<file path="src/core/tfc_pkg.sv">
// package: register map, field positions, reset values and frame counts of the transmit framer
// Operation
// - E1 spare registers give Sa6/Sa7/Sa8 for odd frames; bit 7 is frame 15.
// - framer off keeps the port quiet; after init done and enable it runs.
// - soft restart holds the port in reset while high; registers keep their contents.
// - line standard bit picks T1 (0) or E1 (1) for the transmitter only.
// - Japanese CRC-6 select also folds the F bits into the CRC-6.
// - F-bit pass-through takes F bits from serial input; CRC pass-through takes CRC-6.
// - software signaling needs bit-7 stuffing enable and uses the channel select mask.
// - global stuffing stuffs every all-zero channel not given the DDS code; else the channel select mask decides.
// - zero substitution: B8ZS in T1, HDB3 in E1, when enabled.
// - alarm indication sends unframed all ones on the line in both standards.
// - T1 remote alarm is sent only while its enable bit is set.
// - E1 time slot 0 comes from serial input on pass-through, else from registers.
// - E1 time slot 16 comes from signaling register when selected, else per channel.
// - E1 G.802 forces channel-block output high at bit 1 of time slot 26.
// - E1 Si bits come from CRC-4 when enabled, else from align registers when selected, else from serial input.
// - E1 signaling all-ones forces time slot 16 to all ones in every frame.
// - E1 CRC-4 enable turns multiframe CRC-4 generation on.
// - T1 data link source: HDLC input when set, else FDL register or SLC formatter.
// - T1 SLC enable inserts the SLC pattern from the three SLC registers.
// - T1 DDS replaces all-zero selected channel bytes with 10011000.
// - periodic corruption hits one in 128 Ft/FPS bits; burst corrupts next three.
// - remote alarm type picks T1 or J1 alarm form, for D4 and ESF.
// - bit-7 stuffing enable forces bit 7 high in qualifying all-zero channels.
`default_nettype none
package tfc_pkg;
  localparam int NPORTS = 4;
  localparam logic [10:0] PORT_STRIDE = 11'h200;
  // local register indexes; byte address is four times index plus stride
  localparam logic [8:0] R_FDL = 9'h162;
  localparam logic [8:0] R_SLC1 = 9'h164;
  localparam logic [8:0] R_SLC2 = 9'h165;
  localparam logic [8:0] R_SLC3 = 9'h166;
  localparam logic [8:0] R_SA6 = 9'h16B;
  localparam logic [8:0] R_SA7 = 9'h16C;
  localparam logic [8:0] R_SA8 = 9'h16D;
  localparam logic [8:0] R_MMR = 9'h180;
  localparam logic [8:0] R_CR1 = 9'h181;
  localparam logic [8:0] R_CR2 = 9'h182;
  localparam logic [8:0] R_EXT = 9'h190;
  localparam logic [8:0] R_CSEL = 9'h191;
  localparam logic [8:0] R_DSEL = 9'h192;
  localparam logic [8:0] R_SIG = 9'h193;
  localparam logic [8:0] R_STAT = 9'h194;
  // master mode fields
  localparam int B_ON = 7;
  localparam int B_INIT = 6;
  localparam int B_SRST = 1;
  localparam int B_STD = 0;
  // control one, T1 reading
  localparam int B_JAPAN = 7;
  localparam int B_FPT = 6;
  localparam int B_CPT = 5;
  localparam int B_SSRC = 4;
  localparam int B_GB7 = 3;
  localparam int B_RAI = 0;
  // control one, E1 reading
  localparam int B_TS0PT = 7;
  localparam int B_TS16R = 6;
  localparam int B_G802 = 5;
  localparam int B_SIREG = 4;
  localparam int B_TS16ONES = 3;
  localparam int B_CRC4 = 0;
  // shared control one fields
  localparam int B_ZS = 2;
  localparam int B_AIS = 1;
  // control two fields; the D4 select bit sits in the extended register
  localparam int B_DLSRC = 7;
  localparam int B_SLC = 6;
  localparam int B_DDS = 5;
  localparam int B_FCP = 4;
  localparam int B_FCB = 3;
  localparam int B_RTYPE = 2;
  localparam int B_B7EN = 0;
  localparam int B_D4 = 0;
  // reset values
  localparam logic [7:0] RST_ALIGN = 8'h1B;
  localparam logic [7:0] RST_NALIGN = 8'h40;
  // frame geometry and codes
  localparam logic [7:0] T1_LAST_POS = 8'hC0;
  localparam logic [7:0] E1_LAST_POS = 8'hFF;
  localparam logic [4:0] D4_FRAMES = 5'h0C;
  localparam logic [4:0] ESF_FRAMES = 5'h18;
  localparam logic [4:0] E1_FRAMES = 5'h10;
  localparam logic [4:0] SLC_BITS = 5'h18;
  localparam logic [4:0] J1_RAI_FRAME = 5'h0B;
  localparam logic [4:0] TS16 = 5'h10;
  localparam logic [7:0] LINE_DELAY = 8'h08;
  localparam logic [7:0] G802_POS = 8'hD0 + LINE_DELAY;
  localparam logic [6:0] CORRUPT_LAST = 7'h7F;
  localparam logic [1:0] BURST_LEN = 2'h3;
  localparam logic [7:0] DDS_CODE = 8'h98;
  localparam logic [7:0] B7_MASK = 8'h02;
  localparam logic [5:0] SYNC_PATTERN = 6'h0B;
  localparam logic [5:0] CRC6_POLY = 6'h03;
  localparam logic [3:0] CRC4_POLY = 4'h3;
  // line coder symbols: zero, normal mark, violation
  localparam logic [15:0] B8ZS_PAT = 16'h0249;
  localparam logic [15:0] HDB3_ODD_PAT = 16'h0200;
  localparam logic [15:0] HDB3_EVEN_PAT = 16'h4200;
  localparam logic [3:0] B8ZS_LEN = 4'h8;
  localparam logic [3:0] HDB3_LEN = 4'h4;
  localparam logic [1:0] RESP_OKAY = 2'h0;
  localparam logic [1:0] RESP_SLVERR = 2'h2;
endpackage
`default_nettype wire

</file>
<file path="src/core/tfc_top.sv">
// four-port transmit framer control with AXI4-Lite register access
`default_nettype none
module tfc_top (
  input wire logic sys_clk,
  input wire logic rst,
  input wire logic [12:0] s_axi_awaddr,
  input wire logic s_axi_awvalid,
  output logic s_axi_awready,
  input wire logic [31:0] s_axi_wdata,
  input wire logic [3:0] s_axi_wstrb,
  input wire logic s_axi_wvalid,
  output logic s_axi_wready,
  output logic [1:0] s_axi_bresp,
  output logic s_axi_bvalid,
  input wire logic s_axi_bready,
  input wire logic [12:0] s_axi_araddr,
  input wire logic s_axi_arvalid,
  output logic s_axi_arready,
  output logic [31:0] s_axi_rdata,
  output logic [1:0] s_axi_rresp,
  output logic s_axi_rvalid,
  input wire logic s_axi_rready,
  input wire logic [3:0] tx_serial_in,
  input wire logic [3:0] hdlc_fdl_bit,
  output logic [3:0] line_out_pos,
  output logic [3:0] line_out_neg,
  output logic [3:0] tx_channel_block_out
);

  // ****************************************
  // state
  // ****************************************
  typedef struct packed {
    logic [7:0] fdl, slc1, slc2, slc3, sa6, sa7, sa8, mmr, cr1, cr2, ext, sig;
    logic [31:0] csel, dsel;
    logic run;
    logic [7:0] pos;
    logic [4:0] frm;
    logic [7:0] inb, outb;
    logic [5:0] crc6, crc6_l;
    logic [3:0] crc4, crc4_l;
    logic [6:0] fcnt;
    logic [1:0] burst;
    logic fcb_prev;
    logic [4:0] dl_idx;
    logic [7:0] win;
    logic [15:0] pat;
    logic [3:0] patn;
    logic pol, vpar;
  } tfc_port_s;

  typedef struct packed {
    tfc_port_s [tfc_pkg::NPORTS-1:0] pt;
    logic [3:0] s1, s2, lpos, lneg, blk;
    logic awr, wr, bv, arr, rv, aw_have, w_have;
    logic [1:0] br, rr;
    logic [12:0] awa;
    logic [31:0] wd, rd;
    logic [3:0] ws;
  } tfc_state_s;

  tfc_state_s st_q, st_d;

  function automatic logic [31:0] merge32(input logic [31:0] old, input logic [31:0] nw,
                                          input logic [3:0] be);
    logic [31:0] r;
    r = old;
    for (int i = 0; i < 4; i++) begin
      if (be[i]) begin
        r[i*8 +: 8] = nw[i*8 +: 8];
      end
    end
    return r;
  endfunction

  // returns {mapped, data}
  function automatic logic [32:0] reg_read(input tfc_port_s p, input logic [8:0] a);
    logic [32:0] r;
    r = {1'b1, 32'h0000_0000};
    unique case (a)
      tfc_pkg::R_FDL: r[7:0] = p.fdl;
      tfc_pkg::R_SLC1: r[7:0] = p.slc1;
      tfc_pkg::R_SLC2: r[7:0] = p.slc2;
      tfc_pkg::R_SLC3: r[7:0] = p.slc3;
      tfc_pkg::R_SA6: r[7:0] = p.sa6;
      tfc_pkg::R_SA7: r[7:0] = p.sa7;
      tfc_pkg::R_SA8: r[7:0] = p.sa8;
      tfc_pkg::R_MMR: r[7:0] = p.mmr;
      tfc_pkg::R_CR1: r[7:0] = p.cr1;
      tfc_pkg::R_CR2: r[7:0] = p.cr2;
      tfc_pkg::R_EXT: r[7:0] = p.ext;
      tfc_pkg::R_CSEL: r[31:0] = p.csel;
      tfc_pkg::R_DSEL: r[31:0] = p.dsel;
      tfc_pkg::R_SIG: r[7:0] = p.sig;
      tfc_pkg::R_STAT: r[13:0] = {p.run, p.frm, p.pos};
      default: r = {1'b0, 32'h0000_0000};
    endcase
    return r;
  endfunction

  // ****************************************
  // next state
  // ****************************************
  always_comb begin
    tfc_port_s pn, pq;
    logic e1, d4, run, isf, ser, lb, lbx, eof, eomf, fbit, gen, dlbit, cor, ftfps;
    logic cb, fb, zero, wr_go, si, dl_used;
    logic [7:0] t, raw, ob, last_pos;
    logic [4:0] ch, nch, nfr, nfrm, nf;
    logic [2:0] bi;
    logic [1:0] sym, sidx;
    logic [23:0] slcv;
    logic [32:0] rdv;
    logic [10:0] wi, ri;
    pn = '0;
    pq = '0;
    {e1, d4, run, isf, ser, lb, lbx, eof, eomf, fbit, gen, dlbit, cor, ftfps} = '0;
    {cb, fb, zero, wr_go, si, dl_used} = '0;
    {t, raw, ob, last_pos, ch, nch, nfr, nfrm, nf, bi, sym, sidx, slcv} = '0;
    {rdv, wi, ri} = '0;
    st_d = st_q;
    // two-stage synchroniser on the backplane serial inputs
    st_d.s1 = tx_serial_in;
    st_d.s2 = st_q.s1;

    // ---------- register bus ----------
    wi = st_q.awa[12:2];
    ri = s_axi_araddr[12:2];
    if (s_axi_awvalid && st_q.awr) begin
      st_d.awa = s_axi_awaddr;
      st_d.aw_have = 1'b1;
      st_d.awr = 1'b0;
    end
    if (s_axi_wvalid && st_q.wr) begin
      st_d.wd = s_axi_wdata;
      st_d.ws = s_axi_wstrb;
      st_d.w_have = 1'b1;
      st_d.wr = 1'b0;
    end
    wr_go = st_q.aw_have && st_q.w_have && !st_q.bv;
    if (wr_go) begin
      rdv = reg_read(st_q.pt[wi[10:9]], wi[8:0]);
      st_d.bv = 1'b1;
      st_d.br = (rdv[32] && wi[8:0] != tfc_pkg::R_STAT) ? tfc_pkg::RESP_OKAY
                                                         : tfc_pkg::RESP_SLVERR;
      st_d.aw_have = 1'b0;
      st_d.w_have = 1'b0;
    end
    if (st_q.bv && s_axi_bready) begin
      st_d.bv = 1'b0;
      st_d.awr = 1'b1;
      st_d.wr = 1'b1;
    end
    rdv = reg_read(st_q.pt[ri[10:9]], ri[8:0]);
    if (s_axi_arvalid && st_q.arr) begin
      st_d.arr = 1'b0;
      st_d.rv = 1'b1;
      st_d.rd = rdv[31:0];
      st_d.rr = rdv[32] ? tfc_pkg::RESP_OKAY : tfc_pkg::RESP_SLVERR;
    end
    if (st_q.rv && s_axi_rready) begin
      st_d.rv = 1'b0;
      st_d.arr = 1'b1;
    end

    // ---------- per-port framer, each port fully independent ----------
    for (int p = 0; p < tfc_pkg::NPORTS; p++) begin
      pq = st_q.pt[p];
      pn = pq;
      e1 = pq.mmr[tfc_pkg::B_STD];
      d4 = pq.ext[tfc_pkg::B_D4];
      run = pq.mmr[tfc_pkg::B_INIT] && pq.mmr[tfc_pkg::B_ON] && !pq.mmr[tfc_pkg::B_SRST];
      pn.run = run;
      ser = st_q.s2[p];
      t = e1 ? pq.pos : pq.pos - 8'h01;
      isf = !e1 && pq.pos == 8'h00;
      ch = t[7:3];
      bi = t[2:0];
      nfr = e1 ? tfc_pkg::E1_FRAMES : (d4 ? tfc_pkg::D4_FRAMES : tfc_pkg::ESF_FRAMES);
      last_pos = e1 ? tfc_pkg::E1_LAST_POS : tfc_pkg::T1_LAST_POS;
      eof = pq.pos == last_pos;
      eomf = eof && pq.frm == nfr - 5'h01;
      nfrm = eomf ? 5'h00 : pq.frm + 5'h01;
      slcv = {pq.slc3, pq.slc2, pq.slc1};
      // ---- T1 F bit ----
      dlbit = pq.cr2[tfc_pkg::B_DLSRC] ? hdlc_fdl_bit[p]
            : (pq.cr2[tfc_pkg::B_SLC] ? slcv[pq.dl_idx] : pq.fdl[pq.dl_idx[2:0]]);
      if (d4) begin
        ftfps = !pq.frm[0];
        dl_used = pq.frm[0];
        if (!pq.frm[0]) begin
          gen = !pq.frm[1];
        end else if (pq.cr1[tfc_pkg::B_RAI] && pq.cr2[tfc_pkg::B_RTYPE]
                     && pq.frm == tfc_pkg::J1_RAI_FRAME) begin
          gen = 1'b1;
        end else begin
          gen = dlbit;
        end
      end else begin
        ftfps = pq.frm[1:0] == 2'b11;
        dl_used = !pq.frm[0];
        unique case (pq.frm[1:0])
          2'b11: gen = tfc_pkg::SYNC_PATTERN[3'd5 - pq.frm[4:2]];
          2'b01: gen = pq.cr1[tfc_pkg::B_CPT] ? ser : pq.crc6_l[3'd5 - pq.frm[4:2]];
          default: begin
            if (pq.cr1[tfc_pkg::B_RAI]) begin
              gen = pq.cr2[tfc_pkg::B_RTYPE] ? 1'b1 : pq.dl_idx[3];
            end else begin
              gen = dlbit;
            end
          end
        endcase
      end
      cor = ftfps && ((pq.cr2[tfc_pkg::B_FCP] && pq.fcnt == tfc_pkg::CORRUPT_LAST)
                      || pq.burst != 2'h0);
      fbit = pq.cr1[tfc_pkg::B_FPT] ? ser : gen ^ cor;
      if (isf && ftfps) begin
        pn.fcnt = pq.fcnt + 7'h01;
        if (pq.burst != 2'h0) begin
          pn.burst = pq.burst - 2'h1;
        end
      end
      pn.fcb_prev = pq.cr2[tfc_pkg::B_FCB];
      if (pq.cr2[tfc_pkg::B_FCB] && !pq.fcb_prev) begin
        pn.burst = tfc_pkg::BURST_LEN;
      end
      if (isf && dl_used) begin
        pn.dl_idx = (pq.cr2[tfc_pkg::B_SLC] && pq.dl_idx == tfc_pkg::SLC_BITS - 5'h01)
                    ? 5'h00 : pq.dl_idx + 5'h01;
      end
      // ---- line bit and channel byte build ----
      lb = isf ? fbit : pq.outb[3'd7 - bi];
      lbx = pq.cr1[tfc_pkg::B_AIS] ? 1'b1 : lb;
      if (!isf) begin
        pn.inb = {pq.inb[6:0], ser};
      end
      if (!isf && bi == 3'h7) begin
        // serial data lead the line by one slot: the byte collected now goes out next slot
        raw = {pq.inb[6:0], ser};
        nch = (eof || (!e1 && ch == 5'h17)) ? 5'h00 : ch + 5'h01;
        nf = eof ? nfrm : pq.frm;
        zero = raw == 8'h00;
        ob = raw;
        if (e1) begin
          if (nch == 5'h00 && !pq.cr1[tfc_pkg::B_TS0PT]) begin
            if (!nf[0]) begin
              si = pq.cr1[tfc_pkg::B_CRC4] ? pq.crc4_l[2'd3 - nf[2:1]]
                 : (pq.cr1[tfc_pkg::B_SIREG] ? pq.slc1[7] : raw[7]);
              ob = {si, pq.slc1[6:0]};
            end else begin
              si = pq.cr1[tfc_pkg::B_CRC4]
                   ? (nf < 5'h0C ? tfc_pkg::SYNC_PATTERN[3'd5 - 3'(nf[4:1])] : 1'b1)
                   : (pq.cr1[tfc_pkg::B_SIREG] ? pq.slc2[7] : raw[7]);
              ob = {si, pq.slc2[6:3], pq.sa6[nf[3:1]], pq.sa7[nf[3:1]],
                    pq.sa8[nf[3:1]]};
            end
          end else if (nch == tfc_pkg::TS16) begin
            if (pq.cr1[tfc_pkg::B_TS16ONES]) begin
              ob = 8'hFF;
            end else if (pq.cr1[tfc_pkg::B_TS16R] || pq.csel[tfc_pkg::TS16]) begin
              ob = pq.sig;
            end
          end
        end else begin
          sidx = nf >= 5'h12 ? 2'h3 : (nf >= 5'h0C ? 2'h2 : (nf >= 5'h06 ? 2'h1 : 2'h0));
          if (pq.cr2[tfc_pkg::B_B7EN] && pq.cr1[tfc_pkg::B_SSRC] && pq.csel[nch]
              && (nf == 5'h05 || nf == 5'h0B || nf == 5'h11 || nf == 5'h17)) begin
            ob[0] = pq.sig[sidx];
          end
          if (pq.cr2[tfc_pkg::B_DDS] && pq.dsel[nch] && zero) begin
            ob = tfc_pkg::DDS_CODE;
          end else if (pq.cr2[tfc_pkg::B_B7EN] && zero
                       && (pq.cr1[tfc_pkg::B_GB7] || pq.csel[nch])) begin
            ob = tfc_pkg::B7_MASK;
          end
          if (pq.cr1[tfc_pkg::B_RAI] && d4 && !pq.cr2[tfc_pkg::B_RTYPE]) begin
            ob[6] = 1'b0;
          end
        end
        pn.outb = ob;
      end
      // ---- CRC-6 over the ESF multiframe, CRC-4 over each sub-multiframe ----
      if (!e1) begin
        cb = isf ? (pq.cr1[tfc_pkg::B_JAPAN] ? fbit : 1'b1) : lb;
        fb = pq.crc6[5] ^ cb;
        pn.crc6 = {pq.crc6[4:0], 1'b0} ^ (fb ? tfc_pkg::CRC6_POLY : 6'h00);
        if (eomf) begin
          pn.crc6_l = pn.crc6;
          pn.crc6 = 6'h00;
        end
      end else begin
        cb = (pq.pos == 8'h00 && !pq.frm[0]) ? 1'b0 : lb;
        fb = pq.crc4[3] ^ cb;
        pn.crc4 = {pq.crc4[2:0], 1'b0} ^ (fb ? tfc_pkg::CRC4_POLY : 4'h0);
        if (eof && pq.frm[2:0] == 3'h7) begin
          pn.crc4_l = pn.crc4;
          pn.crc4 = 4'h0;
        end
      end
      pn.pos = eof ? 8'h00 : pq.pos + 8'h01;
      if (eof) begin
        pn.frm = nfrm;
      end
      // ---- line coder: eight-bit look-ahead for zero substitution ----
      pn.win = {pq.win[6:0], lbx};
      if (pq.patn != 4'h0) begin
        sym = pq.pat[15:14];
        pn.pat = {pq.pat[13:0], 2'b00};
        pn.patn = pq.patn - 4'h1;
      end else if (pq.cr1[tfc_pkg::B_ZS] && e1 && pq.win[7:4] == 4'h0) begin
        pn.pat = pq.vpar ? tfc_pkg::HDB3_ODD_PAT : tfc_pkg::HDB3_EVEN_PAT;
        sym = pn.pat[15:14];
        pn.pat = {pn.pat[13:0], 2'b00};
        pn.patn = tfc_pkg::HDB3_LEN - 4'h1;
      end else if (pq.cr1[tfc_pkg::B_ZS] && !e1 && pq.win == 8'h00) begin
        sym = tfc_pkg::B8ZS_PAT[15:14];
        pn.pat = {tfc_pkg::B8ZS_PAT[13:0], 2'b00};
        pn.patn = tfc_pkg::B8ZS_LEN - 4'h1;
      end else begin
        sym = {1'b0, pq.win[7]};
      end
      st_d.lpos[p] = 1'b0;
      st_d.lneg[p] = 1'b0;
      if (sym == 2'h1) begin
        pn.pol = !pq.pol;
        pn.vpar = !pq.vpar;
        st_d.lpos[p] = !pq.pol;
        st_d.lneg[p] = pq.pol;
      end else if (sym == 2'h2) begin
        pn.vpar = 1'b0;
        st_d.lpos[p] = pq.pol;
        st_d.lneg[p] = !pq.pol;
      end
      st_d.blk[p] = e1 && pq.cr1[tfc_pkg::B_G802] && pq.pos == tfc_pkg::G802_POS;
      if (!run) begin
        // low-power hold: timing and coder cleared, configuration kept
        {pn.pos, pn.frm, pn.inb, pn.outb, pn.win, pn.pat} = '0;
        {pn.patn, pn.pol, pn.vpar, pn.crc6, pn.crc4, pn.fcnt, pn.dl_idx} = '0;
        st_d.lpos[p] = 1'b0;
        st_d.lneg[p] = 1'b0;
        st_d.blk[p] = 1'b0;
      end
      // ---- register writes: registers survive soft restart ----
      if (wr_go && wi[10:9] == 2'(p)) begin
        unique case (wi[8:0])
          tfc_pkg::R_FDL: if (st_q.ws[0]) pn.fdl = st_q.wd[7:0];
          tfc_pkg::R_SLC1: if (st_q.ws[0]) pn.slc1 = st_q.wd[7:0];
          tfc_pkg::R_SLC2: if (st_q.ws[0]) pn.slc2 = st_q.wd[7:0];
          tfc_pkg::R_SLC3: if (st_q.ws[0]) pn.slc3 = st_q.wd[7:0];
          tfc_pkg::R_SA6: if (st_q.ws[0]) pn.sa6 = st_q.wd[7:0];
          tfc_pkg::R_SA7: if (st_q.ws[0]) pn.sa7 = st_q.wd[7:0];
          tfc_pkg::R_SA8: if (st_q.ws[0]) pn.sa8 = st_q.wd[7:0];
          tfc_pkg::R_MMR: if (st_q.ws[0]) pn.mmr = st_q.wd[7:0];
          tfc_pkg::R_CR1: if (st_q.ws[0]) pn.cr1 = st_q.wd[7:0];
          tfc_pkg::R_CR2: if (st_q.ws[0]) pn.cr2 = st_q.wd[7:0];
          tfc_pkg::R_EXT: if (st_q.ws[0]) pn.ext = st_q.wd[7:0];
          tfc_pkg::R_CSEL: pn.csel = merge32(pq.csel, st_q.wd, st_q.ws);
          tfc_pkg::R_DSEL: pn.dsel = merge32(pq.dsel, st_q.wd, st_q.ws);
          tfc_pkg::R_SIG: if (st_q.ws[0]) pn.sig = st_q.wd[7:0];
          default: pn.fdl = pn.fdl;
        endcase
      end
      st_d.pt[p] = pn;
    end
  end

  // ****************************************
  // registers
  // ****************************************
  always_ff @(posedge sys_clk) begin
    if (rst) begin
      st_q <= '0;
      st_q.awr <= 1'b1;
      st_q.wr <= 1'b1;
      st_q.arr <= 1'b1;
      for (int i = 0; i < tfc_pkg::NPORTS; i++) begin
        st_q.pt[i].slc1 <= tfc_pkg::RST_ALIGN;
        st_q.pt[i].slc2 <= tfc_pkg::RST_NALIGN;
      end
    end else begin
      st_q <= st_d;
    end
  end

  assign s_axi_awready = st_q.awr;
  assign s_axi_wready = st_q.wr;
  assign s_axi_bvalid = st_q.bv;
  assign s_axi_bresp = st_q.br;
  assign s_axi_arready = st_q.arr;
  assign s_axi_rvalid = st_q.rv;
  assign s_axi_rdata = st_q.rd;
  assign s_axi_rresp = st_q.rr;
  assign line_out_pos = st_q.lpos;
  assign line_out_neg = st_q.lneg;
  assign tx_channel_block_out = st_q.blk;
endmodule
`default_nettype wire

</file>
<file path="config.mk">
export PLATFORM = sky130hd
export DESIGN_NAME = tfc_top
export DESIGN_NICKNAME = d
export VERILOG_FILES = /design/src/core/tfc_pkg.sv /design/src/core/tfc_top.sv
export SDC_FILE = /design/constraint.sdc
export NUM_CORES = 2
export LEC_CHECK = 0
export BUFFER_PORTS_ARGS = -buffer_cell sky130_fd_sc_hd__buf_2
export CORE_MARGIN = 2
export CORE_UTILIZATION = 60
export CTS_CLUSTER_DIAMETER = 40
export DETAILED_ROUTE_END_ITERATION = 10
export PLACE_DENSITY_LB_ADDON = 0.05
export SYNTH_ARGS = -nofsm -noshare
export SYNTH_HDL_FRONTEND = slang
export SYNTH_SLANG_ARGS = --single-unit
</file>
<file path="constraint.sdc">
create_clock -name sys_clk -period 4.9 [get_ports sys_clk]
set_input_delay 0 -clock sys_clk [delete_from_list [all_inputs] [get_ports sys_clk]]
set_output_delay 0 -clock sys_clk [all_outputs]
set_load 0.01 [all_outputs]
</file>
---- Word-level counts from Yosys, hierarchy flattened ----
Memories as Yosys holds them, arrays and structs flattened.
Cells that the tools add are included.
word-level totals
  flip-flop bits (word level) ............. 1124
  memory bits (read-only) ................. 64
  input port bits ......................... 77
  output and inout port bits .............. 53
  memories kept ........................... 8
memories
  name              depth  width  read ports  clocked after memory_dff  write ports  line            text
  (name not given)  8      1      1           0                         0            tfc_top.sv:252  ? (nf < 5'h0C ? tfc_pkg::SYNC_PATTERN[3'd5 - 3'(nf[4:1])] : 1'b1)
  (name not given)  8      1      1           0                         0            tfc_top.sv:203  2'b11: gen = tfc_pkg::SYNC_PATTERN[3'd5 - pq.frm[4:2]];
  (name not given)  8      1      1           0                         0            tfc_top.sv:252
  (name not given)  8      1      1           0                         0            tfc_top.sv:203
  (name not given)  8      1      1           0                         0            tfc_top.sv:252
  (name not given)  8      1      1           0                         0            tfc_top.sv:203
  2 more memories   -      -      -           -                         -            -
operators by class
  add/subtract/negate cells ............... 52
  $lt $le $gt $ge ......................... 53
  eq/ne operators ......................... 106
  muxes and demuxes ....................... 358
  bitwise logic cells ..................... 28
  reductions and logical operators ........ 359
operator list
  operator                                                               count
  255-bit binary-select mux with 2-bit select                            1
  8-bit 2-to-1 mux                                                       40
  9-bit == test (second input constant)                                  30
  255-bit 2-to-1 mux                                                     1
  20-bit 2-to-1 mux                                                      12
  3-bit AND reduction                                                    80
  1-bit 2-to-1 mux                                                       183
  1-bit logical AND                                                      140
  5-bit 2-to-1 mux                                                       24
  8-bit one-hot mux with 15 select lines                                 1
  5-bit == test (second input constant)                                  20
  8-bit zero test                                                        12
  3-bit by 4-bit < comparator with 1-bit output (second input constant)  20
  1-bit binary-select mux with 3-bit select                              24
  2-bit 2-to-1 mux                                                       34
  5-bit by 1-bit adder with 5-bit output (second input constant)         12
  1-bit binary-select mux with 5-bit select                              12
  15-bit 2-to-1 mux                                                      4
  5-bit by 6-bit < comparator with 1-bit output (second input constant)  8
  12-bit 2-to-1 mux                                                      4
  1-bit zero test                                                        41
  5-bit by 4-bit == test with 1-bit output (second input constant)       8
  18-bit one-hot mux with 2 select lines                                 1
  3-bit subtractor (first input constant)                                12
  other kinds (41)                                                       232

---- Depth between registers and ports, before layout ----
  depth in word-level cells ............... 18
  mapped depth ............................ 20
  depth with buffers taken out ............ 17

---- Worst setup path after synthesis ----
OpenSTA, ideal clock, no wires.
  path type ............................... register to register
  start ................................... register st_q[708] (netlist name)
  end ..................................... register st_q[692] (netlist name)
  library setup time ...................... 0.131 ns
  arrival ................................. 4.388 ns
  data required time ...................... 4.769 ns
  path slack .............................. 0.380 ns
  cell stages (with the launch flop) ...... 21
  path buffers ............................ 5
  period minus slack after synthesis ...... 4.520 ns
  cell sequence ........................... dfxtp_1 -> buf_2 -> nor4_4 -> xnor2_1 -> clkbuf_1 -> inv_1 -> clkbuf_1 -> ha_1 -> clkbuf_1 -> xnor2_1 -> a21boi_1 -> a211oi_2 -> buf_2 -> o2111a_1 -> a211oi_1 -> a211oi_1 -> o21ai_0 -> a31oi_1 -> and2b_1 -> a22oi_1 -> a21oi_1
between the ends
  word-level cells in the longest chain between the ends .. 13
RTL lines
  item                                                                                  line            text
  start, declared                                                                       tfc_top.sv:62   tfc_state_s st_q, st_d;
  start signal, assigned                                                                tfc_top.sv:381  st_q <= st_d;
  branches (longest 13 deep; another with 8-bit by 1-bit subtractor with 8-bit output)  -
Parallel ways; which one is timed is not known. The select of a mux whose other input is x is not followed.
A chain may end at the register's enable or synchronous reset.

---- Worst setup path after layout ----
  start ................................... register st_q[963] (netlist name)
  end ..................................... register st_q[948] (netlist name)
between the ends
  word-level cells in the longest chain between the ends .. 14
RTL lines
  item
  branches (longest 14 deep; another with 8-bit by 1-bit subtractor with 8-bit output)
Parallel ways; which one is timed is not known. The select of a mux whose other input is x is not followed.

==> results.toml <==
[run_status]
run_status = "finished clean"

[timing]
final_hold_viol_count = 0
final.period_utilization_pct = 94.6
relSlewSlack_pct = 3.30
max_freq_ghz = 0.216
maxSlewViolCount = 0
rsz0062_at_grt = "no"
layout_min_cycle_time_ps = 4640
setup_violations = 0
worst_pin_slew_ps = 1450
setup-tns-final_ps = 0
skew_ps = 34.5
hold_ws_ps = 13.4

[layout]
layout-drive-gt1-share_pct = 12.6
syn2layout_area_growth_pct = 14.1
stdcell_area_sq_um = 64300
n_fill_cell = 7406
fin_nets = 6867
multi_input_comb_area_sq_um = 31800
regArea_sq_um = 22000

[cts]
cts_setup_buffers = 0
clk_latency_ps = 800
clock_path_buffers = 3
cts_sinks = 1100
cts_root_buf = "clkbuf_16"
tritoncts = "done"
clk_pin_slew_ps = 50
numCtsBuffers = 160
htree_num_levels = 4

[yosys]
syn_area_per_cell_sq_um = 8.39
yosys.area.top_type = "dfxtp_1"
syn_area_sq_um = 56300
synth_edf_count = 0
ys_top_cells_by_count = "nand2_1 (1,197), dfxtp_1 (1,100), nor2_1 (672)"
ys_ff_latch = 1100
synth_warnings = 0
ys_types = 97
synth.area.top_cells = "dfxtp_1 (39%), nand2_1 (8.0%), mux4_2 (7.5%)"
synth.top_cell.area_share_pct = 39.1
yosysSeqAreaShare_pct = 39.1
yosysMostFrequentCell = "nand2_1"
synth-async-reset-ratio_pct = 0
ys.flop_type = "dfxtp_1"
postSynthCellCount = 6710

[setup_path]
cp-start-kind = "register"
crit_chain = "inv_1, ha_1, or3b_2, nor2_1, xor2_1, ha_1, inv_1, nor2_1, a21boi_0, buf_4, nor2_1, buf_4, mux2i_1, a221o_1, a311oi_1, a211oi_1, buf_4, o21ai_1, a2bb2oi_1, a21oi_1"
cpMaxStageDelayCell = "or3b_2"
critPathKind = "register to register"
cp.required_ps = 5520
worst_path_largest_cell_delay_ps = 510
cp-end-kind = "register"
path_max_fanout = 10
critical_path_arrival_ps = 5250

[drt]
wl_mm = 231
first_pass_iters = 7
post_drt_via_cell_ratio = 6.83
antenna_left = 0
drc = 0
drt-initial-drc-count = 8743
vias = 55500
routedWlPerCell_microns = 28.4

[min_path]
worstHoldPathType = "primary input to register"

[place]
placed_area_sq_um = 57700
place.gp.congestion = 1.10
port_buffers = 123
hpwl_mm = 164

[grt]
grt_use_total_pct = 46.6
grt_pass1_wl_mm = 331
grt_max_degree = 224
grt_pass1_vias = 49900
grt_antenna_before_repair = 22
grt_overflow = 0

[floorplan]
io_pins = 130
die_x_microns = 310
start_util_pct = 60.4
die_area_sq_um = 96300
rows = 112
dieHeight_microns = 310
core_sq_um = 93200

[power_and_ir_drop]
leakagePower_nw = 22.7
irDropWorstVdd_mv = 0.340
power_density_nw_per_um2 = 339
p_total_mw = 21.8

[flow_run]
cap_violations = 0
layout by cell type (no fill, tap or decap), types with 79 or more instances in the layout:
cell / synthesis / layout
a21oi_1: 655 / 655
a221oi_1: 79 / 79
a22oi_1: 85 / 85
buf_2: 36 / 120
buf_4: 51 / 165
clkbuf_16: 0 / 162
dfxtp_1: 1100 / 1091
dlygate4sd3_1: 0 / 94
inv_1: 109 / 109
mux2i_1: 375 / 375
mux4_2: 187 / 187
nand2_1: 1197 / 1197
nand3_1: 388 / 387
nor2_1: 672 / 666
nor3_1: 93 / 91
o21ai_0: 123 / 122
critical path: cells and delay by family, from the launching register on:
family	cells	cell delay, ps
AO/OA/AOI/OAI	7	1670
XOR/XNOR	1	200
AND/OR/NAND/NOR	4	940
adder cells (fa/ha/maj)	2	470
flip-flops	1	300
buffers and inverters	5	750
multiplexers	1	120
final timing paths:
kind                                           start                     end  slack, ps  depth (start not counted)
worst max-delay path            st_q[963]$_SDFF_PP0_  st_q[948]$_SDFFE_PP0P_        260                         20
worst min-delay path                 s_axi_wdata[18]   st_q[54]$_SDFFE_PP0P_         10                          4
worst min register to register  st_d[106]$_SDFF_PP0_    st_q[106]$_SDFF_PP0_        440                          1
worst max register to register  st_q[963]$_SDFF_PP0_  st_q[948]$_SDFFE_PP0P_        260                         20
metal layers:
| layer | GRT usage [%] | wire length, microns |
|---|---|---|
| met4 | 30.9 | 18200 |
| met5 | 0 | 84 |
| met1 | 60.2 | 85300 |
| met2 | 65.8 | 93300 |
| met3 | 16.0 | 33500 |
where the power goes:
group	switching [mW]	leakage (nW)	total [mW]	internal, mW
Combinational	0.455	11.1	0.667	0.212
Sequential	0.108	8.87	9.10	8.99
Clock	4.60	2.69	12.0	7.45
Total	5.16	22.7	21.8	16.6
cell type report:
class                   instances  area share [%]
clock buffers                 194            6.74
flip-flops and latches       1100            34.3
inverters                     113           0.660
well taps                    1254            2.44
repair buffers                385            4.49
clock inverters                97            1.96
multi-input cells            4963            49.4
diodes                         18          0.0701
flip-flops by register name (all words and copies together) (netlist names):
register	cells
line_out_pos	4
s_axi_bvalid	1
s_axi_bresp	1
st_q	1041
s_axi_awready	1
tx_channel_block_out	4
s_axi_rvalid	1
s_axi_wready	1
st_d	8
s_axi_arready	1
s_axi_rdata	32
s_axi_rresp	1
line_out_neg	4
metrics by stage:
stage,utilization [%],setup slack [ps],instances
floorplan,-,380,6711
global placement,61.9,274,7721
detailed placement,61.9,219,7721
CTS,68.9,211,8106
global route,69.0,37.7,8107
finish,69.0,263,8124
cells by family (layout without fill, tap and decap cells):
logic type | Yosys count | after routing | share of synthesized area, %
simple gates | 2781 | 2781 | 22.0
compound gates | 1402 | 1402 | 15.9
flops | 1100 | 1100 | 39.1
buf+inv | 648 | 789 | 4.74
mux | 596 | 596 | 14.8
xor+xnor | 115 | 115 | 1.91
fa+ha+maj | 67 | 67 | 1.49
other cells | 1 | 20 | 0.00666
timing repair:
| item | in CTS | in global routing |
|---|---|---|
| resized for setup | 0 | 4 |
| endpoints found under the hold margin | 199 | 0 |
| endpoints found under the setup margin | 0 | 11 |
| hold buffers | 94 | 0 |
No activity file was read; power rests on OpenSTA's default activity.
